`config.mk`:
```
export PLATFORM = sky130hd
export DESIGN_NAME = axis_homing_sequencer
export DESIGN_NICKNAME = d
export VERILOG_FILES = /design/src/rtl/ahs_pkg.sv /design/src/rtl/ahs_edge.sv /design/src/rtl/ahs_regs.sv /design/src/rtl/axis_homing_sequencer.sv
export SDC_FILE = /design/constraint.sdc
export NUM_CORES = 2
export LEC_CHECK = 0
export BUFFER_PORTS_ARGS = -buffer_cell sky130_fd_sc_hd__clkbuf_2
export CORE_MARGIN = 5
export CORE_UTILIZATION = 49
export DETAILED_ROUTE_END_ITERATION = 10
export GPL_TIMING_DRIVEN = 0
export PLACE_DENSITY = 0.66
export SLEW_MARGIN = 20
export SYNTH_ARGS = -nofsm -noshare
export SYNTH_HDL_FRONTEND = slang
export SYNTH_SLANG_ARGS = --single-unit
```
`constraint.sdc`:
```
create_clock -name clk -period 213.6 [get_ports clk]
set_input_delay 0 -clock clk [delete_from_list [all_inputs] [get_ports clk]]
set_output_delay 0 -clock clk [all_outputs]
set_load 0.01 [all_outputs]
```
`src/rtl/ahs_pkg.sv`:
```
// Purpose: constants and types shared by the axis homing sequencer
// Assumes: one clock, positions in signed counts, speeds in mm/min codes
// Notes: search mode codes follow the origin search mode selector
package ahs_pkg;
    // ************************************************
    // mode codes and limits
    // ************************************************
    localparam logic [4:0] AHS_MODE_HERE = 5'h00;
    localparam logic [4:0] AHS_MODE_REV_Z = 5'h01;
    localparam logic [4:0] AHS_MODE_PASS_Z = 5'h02;
    localparam logic [4:0] AHS_MODE_OT = 5'h04;
    localparam logic [4:0] AHS_MODE_DOG = 5'h05;
    localparam logic [4:0] AHS_MODE_MAX = 5'h11;
    localparam logic [31:0] AHS_OFFSET_RST = 32'h0000_0000;
    localparam logic [13:0] AHS_SPEED1_RST = 14'h07d0;
    localparam logic [13:0] AHS_SPEED1_MAX = 14'h2710;
    localparam logic [10:0] AHS_PROT_RST = 11'h014;
    localparam logic [10:0] AHS_PROT_MIN = 11'h001;
    localparam logic [10:0] AHS_PROT_MAX = 11'h7d0;
    // ************************************************
    // status register bits (read clears)
    // ************************************************
    localparam int AHS_ST_DONE = 0;
    localparam int AHS_ST_ALARM = 1;
    localparam int AHS_ST_Z = 2;
    localparam int AHS_ST_BITS = 3;
    // ************************************************
    // register offsets
    // ************************************************
    localparam logic [3:0] AHS_R_CTRL = 4'h0;
    localparam logic [3:0] AHS_R_OFFSET = 4'h1;
    localparam logic [3:0] AHS_R_SPEED1 = 4'h2;
    localparam logic [3:0] AHS_R_PROT = 4'h3;
    localparam logic [3:0] AHS_R_STATUS = 4'h4;
    localparam logic [3:0] AHS_R_MASK = 4'h5;
    localparam logic [3:0] AHS_R_POS = 4'h6;
    localparam logic [3:0] AHS_R_STATE = 4'h7;
    localparam logic [3:0] AHS_R_TURN = 4'h8;
    // ctrl field positions
    localparam int AHS_C_MODE = 0;
    localparam int AHS_C_DIR = 5;
    localparam int AHS_C_BLOCK = 6;
    localparam int AHS_C_ABS = 7;
    localparam int AHS_C_RETZ = 8;
    localparam int AHS_C_ROT = 9;
    localparam int AHS_C_SYNC = 10;
    localparam int AHS_C_INDIV = 11;
    localparam int AHS_C_START = 12;
    localparam int AHS_C_ABORT = 13;
    localparam logic [11:0] AHS_CTRL_RST = 12'h121;

    typedef enum logic [3:0] {
        AHS_IDLE, AHS_SEEK, AHS_LEAVE, AHS_SEEKZ, AHS_DECEL, AHS_MOVE, AHS_DONE, AHS_ALARM
    } ahs_state_type;

    // clamp a value into [lo, hi]
    function automatic logic [13:0] ahs_clamp(input logic [31:0] v, input logic [13:0] lo,
                                              input logic [13:0] hi);
        if (v < {18'h0, lo})
            return lo;
        else if (v > {18'h0, hi})
            return hi;
        else
            return v[13:0];
    endfunction : ahs_clamp
endpackage : ahs_pkg

```
`src/rtl/ahs_edge.sv`:
```
// Purpose: rising-edge and falling-edge pulses of the axis inputs
// Assumes: inputs already synchronous to clk
// Notes: one register stage holds the last sample; pulses are combinational, in the cycle the input changes
`timescale 1ns/1ps
module ahs_edge #(
    parameter int WIDTH = 3
) (
    // clock and reset
    input wire logic clk,
    input wire logic arst_n,
    // levels in, pulses out
    input wire logic [WIDTH-1:0] lvl,
    output logic [WIDTH-1:0] rise,
    output logic [WIDTH-1:0] fall
);
    typedef struct packed {
        logic [WIDTH-1:0] prev;
    } ahs_edge_type;

    ahs_edge_type e_q, e_d;

    // ************************************************
    // previous sample
    // ************************************************
    always_comb begin
        e_d.prev = lvl;
    end

    always_ff @(posedge clk or negedge arst_n) begin
        if (!arst_n)
            e_q <= '0;
        else
            e_q <= e_d;
    end

    assign rise = lvl & ~e_q.prev;
    assign fall = ~lvl & e_q.prev;
endmodule : ahs_edge

```
`src/rtl/ahs_regs.sv`:
```
// Purpose: register port slave for the homing sequencer
// Assumes: strobes are one cycle, never together
// Notes: read data stand one cycle after the read strobe
`timescale 1ns/1ps
module ahs_regs (
    // clock and reset
    input wire logic clk,
    input wire logic arst_n,
    // register port
    input wire logic [3:0] addr,
    input wire logic [31:0] wdata,
    input wire logic wr,
    input wire logic rd,
    output logic [31:0] rdata,
    // state seen by software
    input wire logic [31:0] pos,
    input wire logic [3:0] state,
    input wire logic [ahs_pkg::AHS_ST_BITS-1:0] events,
    // settings
    output logic [11:0] ctrl,
    output logic start_p,
    output logic abort_p,
    output logic [31:0] offset,
    output logic [13:0] speed1,
    output logic [10:0] prot,
    output logic [31:0] turn,
    output logic irq
);
    import ahs_pkg::*;

    typedef struct packed {
        logic [11:0] ctrl;
        logic start;
        logic abort;
        logic [31:0] offset;
        logic [13:0] speed1;
        logic [10:0] prot;
        logic [31:0] turn;
        logic [AHS_ST_BITS-1:0] status;
        logic [AHS_ST_BITS-1:0] mask;
        logic [31:0] rdata;
        logic irq;
    } ahs_regs_type;

    ahs_regs_type r_q, r_d;
    logic [13:0] pclamp;

    // ************************************************
    // decode, sticky status, read mux
    // ************************************************
    always_comb begin
        r_d = r_q;
        r_d.start = 1'b0;
        r_d.abort = 1'b0;
        r_d.rdata = 32'h0;
        pclamp = ahs_clamp(wdata, {3'h0, AHS_PROT_MIN}, {3'h0, AHS_PROT_MAX});
        if (wr) begin
            unique case (addr)
                AHS_R_CTRL: begin
                    // out-of-range mode is refused, keeps the old one
                    if (wdata[4:0] <= AHS_MODE_MAX)
                        r_d.ctrl = wdata[11:0];
                    else
                        r_d.ctrl = {wdata[11:5], r_q.ctrl[4:0]};
                    r_d.start = wdata[AHS_C_START];
                    r_d.abort = wdata[AHS_C_ABORT];
                end
                AHS_R_OFFSET: r_d.offset = wdata;
                AHS_R_SPEED1: r_d.speed1 = ahs_clamp(wdata, 14'h0, AHS_SPEED1_MAX);
                AHS_R_PROT: r_d.prot = pclamp[10:0];
                AHS_R_MASK: r_d.mask = wdata[AHS_ST_BITS-1:0];
                AHS_R_TURN: r_d.turn = wdata;
                default: ;
            endcase
        end
        if (rd) begin
            unique case (addr)
                AHS_R_CTRL: r_d.rdata = {20'h0, r_q.ctrl};
                AHS_R_OFFSET: r_d.rdata = r_q.offset;
                AHS_R_SPEED1: r_d.rdata = {18'h0, r_q.speed1};
                AHS_R_PROT: r_d.rdata = {21'h0, r_q.prot};
                AHS_R_STATUS: r_d.rdata = {29'h0, r_q.status};
                AHS_R_MASK: r_d.rdata = {29'h0, r_q.mask};
                AHS_R_POS: r_d.rdata = pos;
                AHS_R_STATE: r_d.rdata = {28'h0, state};
                AHS_R_TURN: r_d.rdata = r_q.turn;
                default: r_d.rdata = 32'h0; // unmapped reads zero
            endcase
        end
        // read clears, a new event in the same cycle wins
        if (rd && addr == AHS_R_STATUS)
            r_d.status = events;
        else
            r_d.status = r_q.status | events;
        r_d.irq = |(r_d.status & r_d.mask);
    end

    always_ff @(posedge clk or negedge arst_n) begin
        if (!arst_n) begin
            r_q <= '{ctrl: AHS_CTRL_RST, offset: AHS_OFFSET_RST, speed1: AHS_SPEED1_RST,
                     prot: AHS_PROT_RST, turn: 32'h0000_0000, default: '0};
        end else begin
            r_q <= r_d;
        end
    end

    assign ctrl = r_q.ctrl;
    assign start_p = r_q.start;
    assign abort_p = r_q.abort;
    assign offset = r_q.offset;
    assign speed1 = r_q.speed1;
    assign prot = r_q.prot;
    assign turn = r_q.turn;
    assign rdata = r_q.rdata;
    assign irq = r_q.irq;
endmodule : ahs_regs

```
`src/rtl/axis_homing_sequencer.sv`:
```
// Purpose: homing sequencer for one axis or a master/slave pair
// Assumes: sensor, limit, Z and position inputs are synchronous to clk
// Notes: motion is commanded as direction, speed code and run; drive ramps itself
`timescale 1ns/1ps
module axis_homing_sequencer #(
    parameter int POS_W = 32,
    parameter int UNIT_CU = 1000
) (
    // clock and reset
    input wire logic clk,
    input wire logic arst_n,
    // register port
    input wire logic [3:0] addr,
    input wire logic [31:0] wdata,
    input wire logic wr,
    input wire logic rd,
    output logic [31:0] rdata,
    output logic irq,
    // axis feedback
    input wire logic home_sensor,
    input wire logic pos_limit,
    input wire logic z_pulse,
    input wire logic stopped,
    input wire logic [POS_W-1:0] position,
    // drive command
    output logic run,
    output logic dir_pos,
    output logic [13:0] speed,
    output logic speed_z,
    output logic move_rel,
    output logic [POS_W-1:0] move_dist,
    output logic set_origin,
    output logic [POS_W-1:0] origin_pos,
    // sync control
    output logic sync_joint,
    output logic sync_protect,
    // result
    output logic done,
    output logic alarm
);
    import ahs_pkg::*;

    logic [11:0] ctrl;
    logic start_p, abort_p;
    logic [31:0] offset, turn;
    logic [13:0] speed1;
    logic [10:0] prot;
    logic [2:0] rise, fall;

    typedef struct packed {
        ahs_state_type st;
        logic [POS_W-1:0] start_pos;
        logic [POS_W-1:0] block_pos;
        logic run;
        logic dir_pos;
        logic [13:0] speed;
        logic speed_z;
        logic move_rel;
        logic [POS_W-1:0] move_dist;
        logic set_origin;
        logic [POS_W-1:0] origin_pos;
        logic sync_joint;
        logic sync_protect;
        logic done;
        logic alarm;
        logic [AHS_ST_BITS-1:0] ev;
    } ahs_core_type;

    ahs_core_type c_q, c_d;

    // ************************************************
    // register slave and edge detection
    // ************************************************
    ahs_regs u_regs (
        .clk(clk),
        .arst_n(arst_n),
        .addr(addr),
        .wdata(wdata),
        .wr(wr),
        .rd(rd),
        .rdata(rdata),
        .pos(position),
        .state({1'b0, c_q.st[2:0]}),
        .events(c_q.ev),
        .ctrl(ctrl),
        .start_p(start_p),
        .abort_p(abort_p),
        .offset(offset),
        .speed1(speed1),
        .prot(prot),
        .turn(turn),
        .irq(irq)
    );

    ahs_edge #(
        .WIDTH(3)
    ) u_edge (
        .clk(clk),
        .arst_n(arst_n),
        .lvl({z_pulse, pos_limit, home_sensor}),
        .rise(rise),
        .fall(fall)
    );

    // distance magnitude between two positions
    function automatic logic [POS_W-1:0] ahs_dist(input logic [POS_W-1:0] a,
                                                  input logic [POS_W-1:0] b);
        logic [POS_W-1:0] d;
        d = a - b;
        return d[POS_W-1] ? (~d + 1'b1) : d;
    endfunction : ahs_dist

    logic [4:0] mode;
    logic home_rise, z_rise, home_fall;
    logic [POS_W-1:0] prot_cu;
    logic [POS_W-1:0] trav;
    logic [POS_W-1:0] rest;

    assign mode = ctrl[AHS_C_MODE +: 5];
    // overtravel mode swaps the limit in as the home sensor
    assign home_rise = (mode == AHS_MODE_OT) ? rise[1] : rise[0];
    assign home_fall = fall[0];
    assign z_rise = rise[2];
    assign prot_cu = POS_W'(prot) * POS_W'(UNIT_CU);
    assign trav = ahs_dist(position, c_q.start_pos);
    // remaining angle within one turn; turn of zero disables reduction
    assign rest = (turn == 32'h0) ? trav : (trav % POS_W'(turn));

    // ************************************************
    // homing state machine
    // ************************************************
    always_comb begin
        c_d = c_q;
        c_d.set_origin = 1'b0;
        c_d.move_rel = 1'b0;
        c_d.ev = '0;
        c_d.sync_joint = ctrl[AHS_C_SYNC] & ~ctrl[AHS_C_INDIV];
        c_d.sync_protect = ctrl[AHS_C_SYNC]; // stays on in both options
        unique case (c_q.st)
            AHS_IDLE: begin
                if (start_p) begin
                    c_d.done = 1'b0;
                    c_d.alarm = 1'b0;
                    c_d.start_pos = position;
                    c_d.block_pos = position;
                    if (mode == AHS_MODE_HERE) begin
                        c_d.set_origin = 1'b1; // no motion
                        c_d.origin_pos = position;
                        c_d.st = AHS_DONE;
                    end else if (ctrl[AHS_C_ROT]) begin
                        c_d.run = 1'b1;
                        c_d.move_rel = 1'b1;
                        c_d.speed = speed1;
                        c_d.speed_z = 1'b0;
                        c_d.dir_pos = ctrl[AHS_C_DIR];
                        // single-turn moves only the residue, absolute the whole way
                        c_d.move_dist = ctrl[AHS_C_ABS] ? trav : rest;
                        c_d.st = AHS_MOVE;
                    end else begin
                        c_d.run = 1'b1;
                        c_d.dir_pos = ctrl[AHS_C_DIR];
                        c_d.speed = speed1;
                        c_d.speed_z = 1'b0;
                        c_d.st = AHS_SEEK;
                    end
                end
            end
            AHS_SEEK: begin
                if (home_rise) begin
                    c_d.block_pos = position;
                    c_d.speed_z = 1'b1;
                    if (mode == AHS_MODE_PASS_Z) begin
                        c_d.st = AHS_LEAVE; // same direction
                    end else if (mode == AHS_MODE_DOG) begin
                        c_d.st = AHS_LEAVE; // leave the dog first
                    end else begin
                        c_d.dir_pos = ~c_q.dir_pos; // reverse
                        c_d.st = AHS_SEEKZ;
                    end
                end else if (ctrl[AHS_C_BLOCK] && ahs_dist(position, c_q.block_pos) > prot_cu) begin
                    c_d.alarm = 1'b1;
                    c_d.run = 1'b0; // halt in the same cycle the alarm shows
                    c_d.st = AHS_ALARM;
                end
            end
            AHS_LEAVE: begin
                if (home_fall) begin
                    if (mode == AHS_MODE_DOG) begin
                        c_d.dir_pos = ~c_q.dir_pos;
                        c_d.run = 1'b0;
                        c_d.st = AHS_DECEL;
                    end else begin
                        c_d.st = AHS_SEEKZ;
                    end
                end
            end
            AHS_SEEKZ: begin
                if (z_rise) begin
                    c_d.ev[AHS_ST_Z] = 1'b1;
                    c_d.run = 1'b0; // stop at once when AHS_C_RETZ is set
                    if (ctrl[AHS_C_RETZ]) begin
                        c_d.set_origin = 1'b1;
                        c_d.origin_pos = position;
                        c_d.st = AHS_DONE;
                    end else begin
                        c_d.run = 1'b1; // offset move
                        c_d.move_rel = 1'b1;
                        c_d.move_dist = POS_W'(offset);
                        c_d.st = AHS_MOVE;
                    end
                end
            end
            AHS_DECEL: begin
                if (stopped) begin
                    c_d.set_origin = 1'b1; // halt point, no Z
                    c_d.origin_pos = position;
                    c_d.st = AHS_DONE;
                end
            end
            AHS_MOVE: begin
                if (stopped && !c_q.move_rel) begin
                    c_d.run = 1'b0;
                    c_d.set_origin = 1'b1;
                    c_d.origin_pos = position;
                    c_d.st = AHS_DONE;
                end
            end
            AHS_DONE: begin
                c_d.run = 1'b0;
                c_d.done = 1'b1;
                c_d.ev[AHS_ST_DONE] = 1'b1;
                c_d.st = AHS_IDLE;
            end
            AHS_ALARM: begin
                c_d.run = 1'b0;
                c_d.ev[AHS_ST_ALARM] = 1'b1;
                c_d.st = AHS_IDLE;
            end
            default: c_d.st = AHS_IDLE;
        endcase
        // abort drops run and leaves done low; too late once the origin is set
        if (abort_p && c_q.st != AHS_IDLE && c_q.st != AHS_DONE) begin
            c_d.run = 1'b0;
            c_d.done = 1'b0;
            c_d.set_origin = 1'b0;
            c_d.st = AHS_IDLE;
        end
    end

    always_ff @(posedge clk or negedge arst_n) begin
        if (!arst_n)
            c_q <= '{st: AHS_IDLE, default: '0};
        else
            c_q <= c_d;
    end

    assign run = c_q.run;
    assign dir_pos = c_q.dir_pos;
    assign speed = c_q.speed;
    assign speed_z = c_q.speed_z;
    assign move_rel = c_q.move_rel;
    assign move_dist = c_q.move_dist;
    assign set_origin = c_q.set_origin;
    assign origin_pos = c_q.origin_pos;
    assign sync_joint = c_q.sync_joint;
    assign sync_protect = c_q.sync_protect;
    assign done = c_q.done;
    assign alarm = c_q.alarm;
endmodule : axis_homing_sequencer

```
# Word level (Yosys, flattened, before mapping)
# Index checks and enable logic that the tools add are counted.
# totals
in_bits,76
elab_cells,207
regBits,303
# op_classes
bitwise_logic,12
add_sub_neg,4
n_mul,1
mux,73
reduce_logical,36
n_div,1
magnitude_cmp,6
n_eq_ne,45
# op_table
op,n
$pmux W32 S9,1
$mux W32,8
$mux W33,6
$mux W151,1
$pmux W33 S4,1
$mux W91,1
$mux W66,1
$pmux W33 S2,1
$add A32 B1 Y32 const B,2
$lt A32 B1 Y1 const B,2
$not A32 Y32,2
$pmux W32 S2,1
$sub A32 B32 Y32,2
$mux W50,1
$mux W14,3
$mux W4,9
$mux W11,3
$eq A4 B3 Y1 const B,8
$gt A32 B11 Y1 const B,1
$gt A32 B14 Y1 const B,1
$gt A32 B21 Y1,1
$logic_not A32 Y1,1
$mod A32 B32 Y32,1
$ne A2 B2 Y1 const B,13
other kinds (41),107

# Longest topological paths before layout
# logic_depth
word_depth,12
depth_mapped,397
depth_no_buf,367

# Cells and area by module
# From an unflattened synthesis, not the netlist that was laid out.
# unflattened
cells_unflattened,7042
hier_area_um2,52914.5
# by_module_without_submodules
module,seq_area_each_um2,instances,cells_per_inst,area_each_um2
axis_homing_sequencer,3928.8,1,6403,45610.0
ahs_regs,3567.2,1,630,7176.9
ahs_edge,75.1,1,9,127.6

# Worst setup path after synthesis
# No wires, ideal clock.
# synth_path
path_type,register -> register
from,register c_q[122] (netlist bit)
to,register c_q (netlist bit move_dist[25])
n_path_buf,42
path_stages_with_launch,367
synth_period_minus_slack_ns,77.025
arrival_ns,76.889
slack_ns,136.575
cell_sequence,dfrtp_1 ha_1 inv_1 fa_1 a211oi_1 nor4_2 o32a_4 xor2_2 o32a_4 a211oi_4 nand3b_1 or3_1 or4_1 inv_1 ha_1 nand2_1 o41ai_1 and2_1 (+331 left out) a21oi_1 fa_1 a21o_1 a21o_1 a21oi_1 o21ai_0 a41oi_1 nor2b_1 o31ai_1 o41ai_1 o211ai_1 o21ai_0 o22ai_1 o21ai_0 o21ai_0 or3_1 a221oi_1 o21ai_0
# synth_between
elab_chain_len,11
# synth_rtl
element,line_no,text
from (decl),axis_homing_sequencer.sv:69,"ahs_core_type c_q, c_d;"
from (signal assigned),axis_homing_sequencer.sv:252,"c_q <= '{st: AHS_IDLE, default: '0};"
from (signal assigned),axis_homing_sequencer.sv:254,c_q <= c_d;
$sub A32 B32 Y32 *,axis_homing_sequencer.sv:109,d = a - b;
$not A32 Y32,axis_homing_sequencer.sv:110,return d[POS_W-1] ? (~d + 1'b1) : d;
$add A32 B1 Y32,axis_homing_sequencer.sv:110,
$mux W32 *,axis_homing_sequencer.sv:110,
$mod A32 B32 Y32,axis_homing_sequencer.sv:127,assign rest = (turn == 32'h0) ? trav : (trav % POS_W'(turn));
$mux W32,axis_homing_sequencer.sv:127,
$mux W32 *,axis_homing_sequencer.sv:157,c_d.move_dist = ctrl[AHS_C_ABS] ? trav : rest;
$mux W33 *,axis_homing_sequencer.sv:150,end else if (ctrl[AHS_C_ROT]) begin
$mux W50 *,axis_homing_sequencer.sv:146,if (mode == AHS_MODE_HERE) begin
$mux W151 *,axis_homing_sequencer.sv:141,if (start_p) begin
$pmux W33 S2 *,axis_homing_sequencer.sv:139,unique case (c_q.st)
# Mark *: on every way between the ends. The rest lies on a longest branch, timed or not. The select of a mux whose other input is x is not followed.
# A chain may end at the register's enable or synchronous reset.

# Worst setup path after layout
# layout_path
from,input position[0]
to,register c_q (netlist bit move_dist[13])
# layout_between
elab_chain_len,11
# layout_rtl
element,line_no,text
from (decl),axis_homing_sequencer.sv:24,"input wire logic [POS_W-1:0] position,"
$sub A32 B32 Y32 *,axis_homing_sequencer.sv:109,
$not A32 Y32,axis_homing_sequencer.sv:110,
$add A32 B1 Y32,axis_homing_sequencer.sv:110,
$mux W32 *,axis_homing_sequencer.sv:110,
$mod A32 B32 Y32,axis_homing_sequencer.sv:127,
$mux W32,axis_homing_sequencer.sv:127,
$mux W32 *,axis_homing_sequencer.sv:157,
$mux W33 *,axis_homing_sequencer.sv:150,
$mux W50 *,axis_homing_sequencer.sv:146,
$mux W151 *,axis_homing_sequencer.sv:141,
$pmux W33 S2 *,axis_homing_sequencer.sv:139,
# Marked as above.

==> results.sh <==
export IMPL_clock_sinks=302
export IMPL_cts_tree="yes"
export IMPL_ys_types=105
export IMPL_place_gp_congestion=1.04
export IMPL_core_area_mm2=0.102
export IMPL_slowest_stage="o31ai_1"
export IMPL_yosys_warnings=0
export IMPL_ctsLongestPathBuffers=3
export IMPL_nets=7786
export IMPL_clkTransAtPathRegs_ns=0.07
export IMPL_finalSetupViolations=0
export IMPL_cts_resized=0
export IMPL_grt_pass1_vias=50100
export IMPL_rsz0062_at_grt="false"
export IMPL_wire_per_inst_um=26.5
export IMPL_synth_area_mm2=0.0501
export IMPL_io_pins=196
export IMPL_endpoint_kind="flop"
export IMPL_synth_edf_count=0
export IMPL_finalCoreUtilization_pct=54.4
export IMPL_fmax_ghz=0.00896
export IMPL_start_util_pct=49.3
export IMPL_cts_buffers=37
export IMPL_crit_required_ns=214.01
export IMPL_drive_above_1_share_pct=9.93
export IMPL_finalNonFillerCells=8421
export IMPL_cts_root_buf="clkbuf_16"
export IMPL_critPathArrivalTime_ns=112.08
export IMPL_postLayoutCellArea_mm2=0.0554
export IMPL_num_vias=54900
export IMPL_tightestPinTransition_ns=1.27
export IMPL_grt_util_all_layers_pct=39.2
export IMPL_routed_wl_um=223000
export IMPL_hp_class="primary input to asynchronous set/reset pin"
export IMPL_avgSynthCellArea_um2=7.49
export IMPL_relSlewSlack_pct=14.6
export IMPL_grt_overflow=0
export IMPL_period_share_pct=52.3
export IMPL_layout_commonest_cell="nand2_1"
export IMPL_cap_violations=0
export IMPL_finalSetupTns_ns=0
export IMPL_drt_initial_drc_count=6708
export IMPL_drv_slew=0
export IMPL_die_width_um=330
export IMPL_synth_cells=6692
export IMPL_drc=0
export IMPL_synthFlopType="dfrtp_1"
export IMPL_rows=117
export IMPL_die_h_um=330
export IMPL_grt_max_degree=91
export IMPL_mostFrequentLayoutCells="nand2_1, ha_1, nor2_1"
export IMPL_period_minus_slack_ns=111.66
export IMPL_path_class="primary input to flop"
export IMPL_post_place_cells=8270
export IMPL_area_growth_pct=10.5
export IMPL_dpl_instance_area_mm2=0.0533
export IMPL_dp_hpwl_um=181000
export IMPL_synth_seq_cells=302
export IMPL_slowest_delay_ns=0.96
export IMPL_syn_nets=7459
export IMPL_hold_viol=0
export IMPL_first_pass_iters=8
export IMPL_cp_max_fo=10
export IMPL_viasPerCell=6.52
export IMPL_antenna_found_initial=11
export IMPL_async_reset_ff_share_pct=100
export IMPL_drtAntennaViolNets=0
export IMPL_cp_start_kind="primary input"
export IMPL_io_buffers=191
export IMPL_clk_latency_ns=0.58
export IMPL_finalClockSkew_ns=0.0173
export IMPL_outcome="complete, no violations"
export IMPL_ys_seq_area_share_pct=15.1
export IMPL_grt_pass1_wl_um=323000
export IMPL_htreeDepth=2
export IMPL_die_area_mm2=0.109
[final cells by class]
| class | instances | area, µm² |
|---|---|---|
| Timing Repair Buffer | 288 | 2130 |
| Buffer | 327 | 1650 |
| Inverter | 309 | 1170 |
| Clock buffer | 50 | 1010 |
| Tap cell | 1368 | 1710 |
| Antenna cell | 6 | 15.0 |
| Sequential cell | 302 | 7570 |
| Clock inverter | 17 | 221 |
| Fill cell | 9995 | 46400 |
| Multi-Input combinational cell | 5754 | 39900 |
[cells in the mapped netlist (17+ instances only)]
| cell | instances | area [µm²] |
|---|---|---|
| xor2_1 | 196 | 1720 |
| o22ai_1 | 22 | 138 |
| buf_4 | 111 | 833 |
| clkbuf_1 | 193 | 724 |
| nor4_1 | 37 | 231 |
| a211oi_1 | 56 | 420 |
| o21bai_1 | 48 | 360 |
| mux2_2 | 160 | 1800 |
| a22o_1 | 17 | 149 |
| xnor2_1 | 278 | 2430 |
| o21ai_1 | 36 | 180 |
| nand2_1 | 776 | 2910 |
| a211o_1 | 22 | 193 |
| a31oi_1 | 118 | 738 |
| and3_1 | 69 | 432 |
| or3_1 | 66 | 413 |
| o21a_1 | 167 | 1250 |
| nand3_1 | 169 | 846 |
| a21oi_1 | 495 | 2480 |
| nor2_1 | 631 | 2370 |
| o21ai_0 | 426 | 2130 |
| o31ai_1 | 42 | 315 |
| or2_2 | 40 | 250 |
| ha_1 | 654 | 8180 |
| a22oi_1 | 21 | 158 |
| a41oi_1 | 25 | 219 |
| and2_1 | 50 | 313 |
| nor2b_1 | 75 | 469 |
| nand2b_1 | 67 | 419 |
| fa_1 | 37 | 741 |
| nand4_1 | 53 | 332 |
| o211ai_1 | 58 | 435 |
| a222oi_1 | 44 | 440 |
| inv_1 | 309 | 1160 |
| a21o_1 | 197 | 1480 |
| mux2i_1 | 53 | 531 |
| buf_1 | 21 | 78.8 |
| o31a_1 | 21 | 184 |
| nor3_1 | 194 | 971 |
| dfrtp_1 | 291 | 7280 |
| o2111ai_1 | 27 | 236 |
| o221ai_1 | 18 | 158 |
| a221oi_1 | 17 | 149 |
| a31o_2 | 19 | 166 |
[stage by stage]
step / hold slack, ns / setup slack, ns
CTS: 0.0354 / 106.12
global route: 0.0714 / 97.98
global placement: 0.127 / 105.38
finish: 0.0555 / 101.94
detailed placement: 0.000476 / 106.48
floorplan: -0.296 / 136.58
[registers in the layout, summed over array words and instances (netlist names), 3 cells and up]
name and cells:
u_regs.speed1 14, u_regs.offset 32, origin_pos 32, move_dist 32, speed 14, u_regs.rdata 32
u_regs.ctrl 12, u_regs.turn 32, u_edge.e_q 3, c_q 70, u_regs.prot 11, u_regs.r_q 6
[timing repair]
item / in CTS / in global routing
endpoints found under the hold margin: 433 / 0
buffers inserted: 0 / 0
hold buffers: 77 / 0
[worst max-delay path: cells and delay by family]
kind / cells / cell delay, ns
muxes: 3 / 1.54
and+or+nand+nor: 82 / 19.70
xor gates and xnor gates: 1 / 0.20
adders and majority gates: 34 / 10.64
AOI/OAI and AO/OA: 184 / 57.36
buffers and inverters: 53 / 22.41
[logic make-up (layout without fill, tap and decap cells)]
family,count (synthesis),after routing,share of synthesized area (%)
AO/OA/AOI/OAI,2077,2077,27.4
multiplexers,213,213,4.65
XOR/XNOR,476,476,8.35
flip-flops,302,302,15.1
other,0,6,0
buffers and inverters,636,991,5.60
adder cells (fa/ha/maj),691,691,17.8
AND/OR/NAND/NOR,2297,2297,21.1
[per-layer routing]
metal | GRT usage, % | share of wire (%) | vias up | wire length [µm]
li1 | - | - | 25100 | -
met1 | 55.2 | 43 | 26400 | 95800
met2 | 58.4 | 41 | 2882 | 92100
met3 | 8.13 | 11 | 467 | 24400
met4 | 16.2 | 4.7 | 8 | 10500
met5 | 0 | 0.023 | - | 51
[path summary, 6_finish.rpt]
kind,depth (start not counted),slack [ns],end,start
setup / recovery,357,101.94,move_dist[13]$_DFFE_PN0P_,position[0]
setup reg to reg,352,102.07,move_dist[13]$_DFFE_PN0P_,c_q[123]$_DFFE_PN0P_
min in group clk,7,0.06,c_q[155]$_DFFE_PN0P_,stopped
hold reg to reg,1,0.47,u_regs.r_q[38]$_DFF_PN0_,c_q[2]$_DFF_PN0_
max in group asynchronous,4,212.65,u_regs.ctrl[8]$_DFFE_PN1P_,arst_n
hold / removal,3,0.06,c_q[101]$_DFFE_PN0P_,arst_n
Power is not shown: default switching activity piles up to over one toggle a cycle in this logic, so the estimate is an artifact.
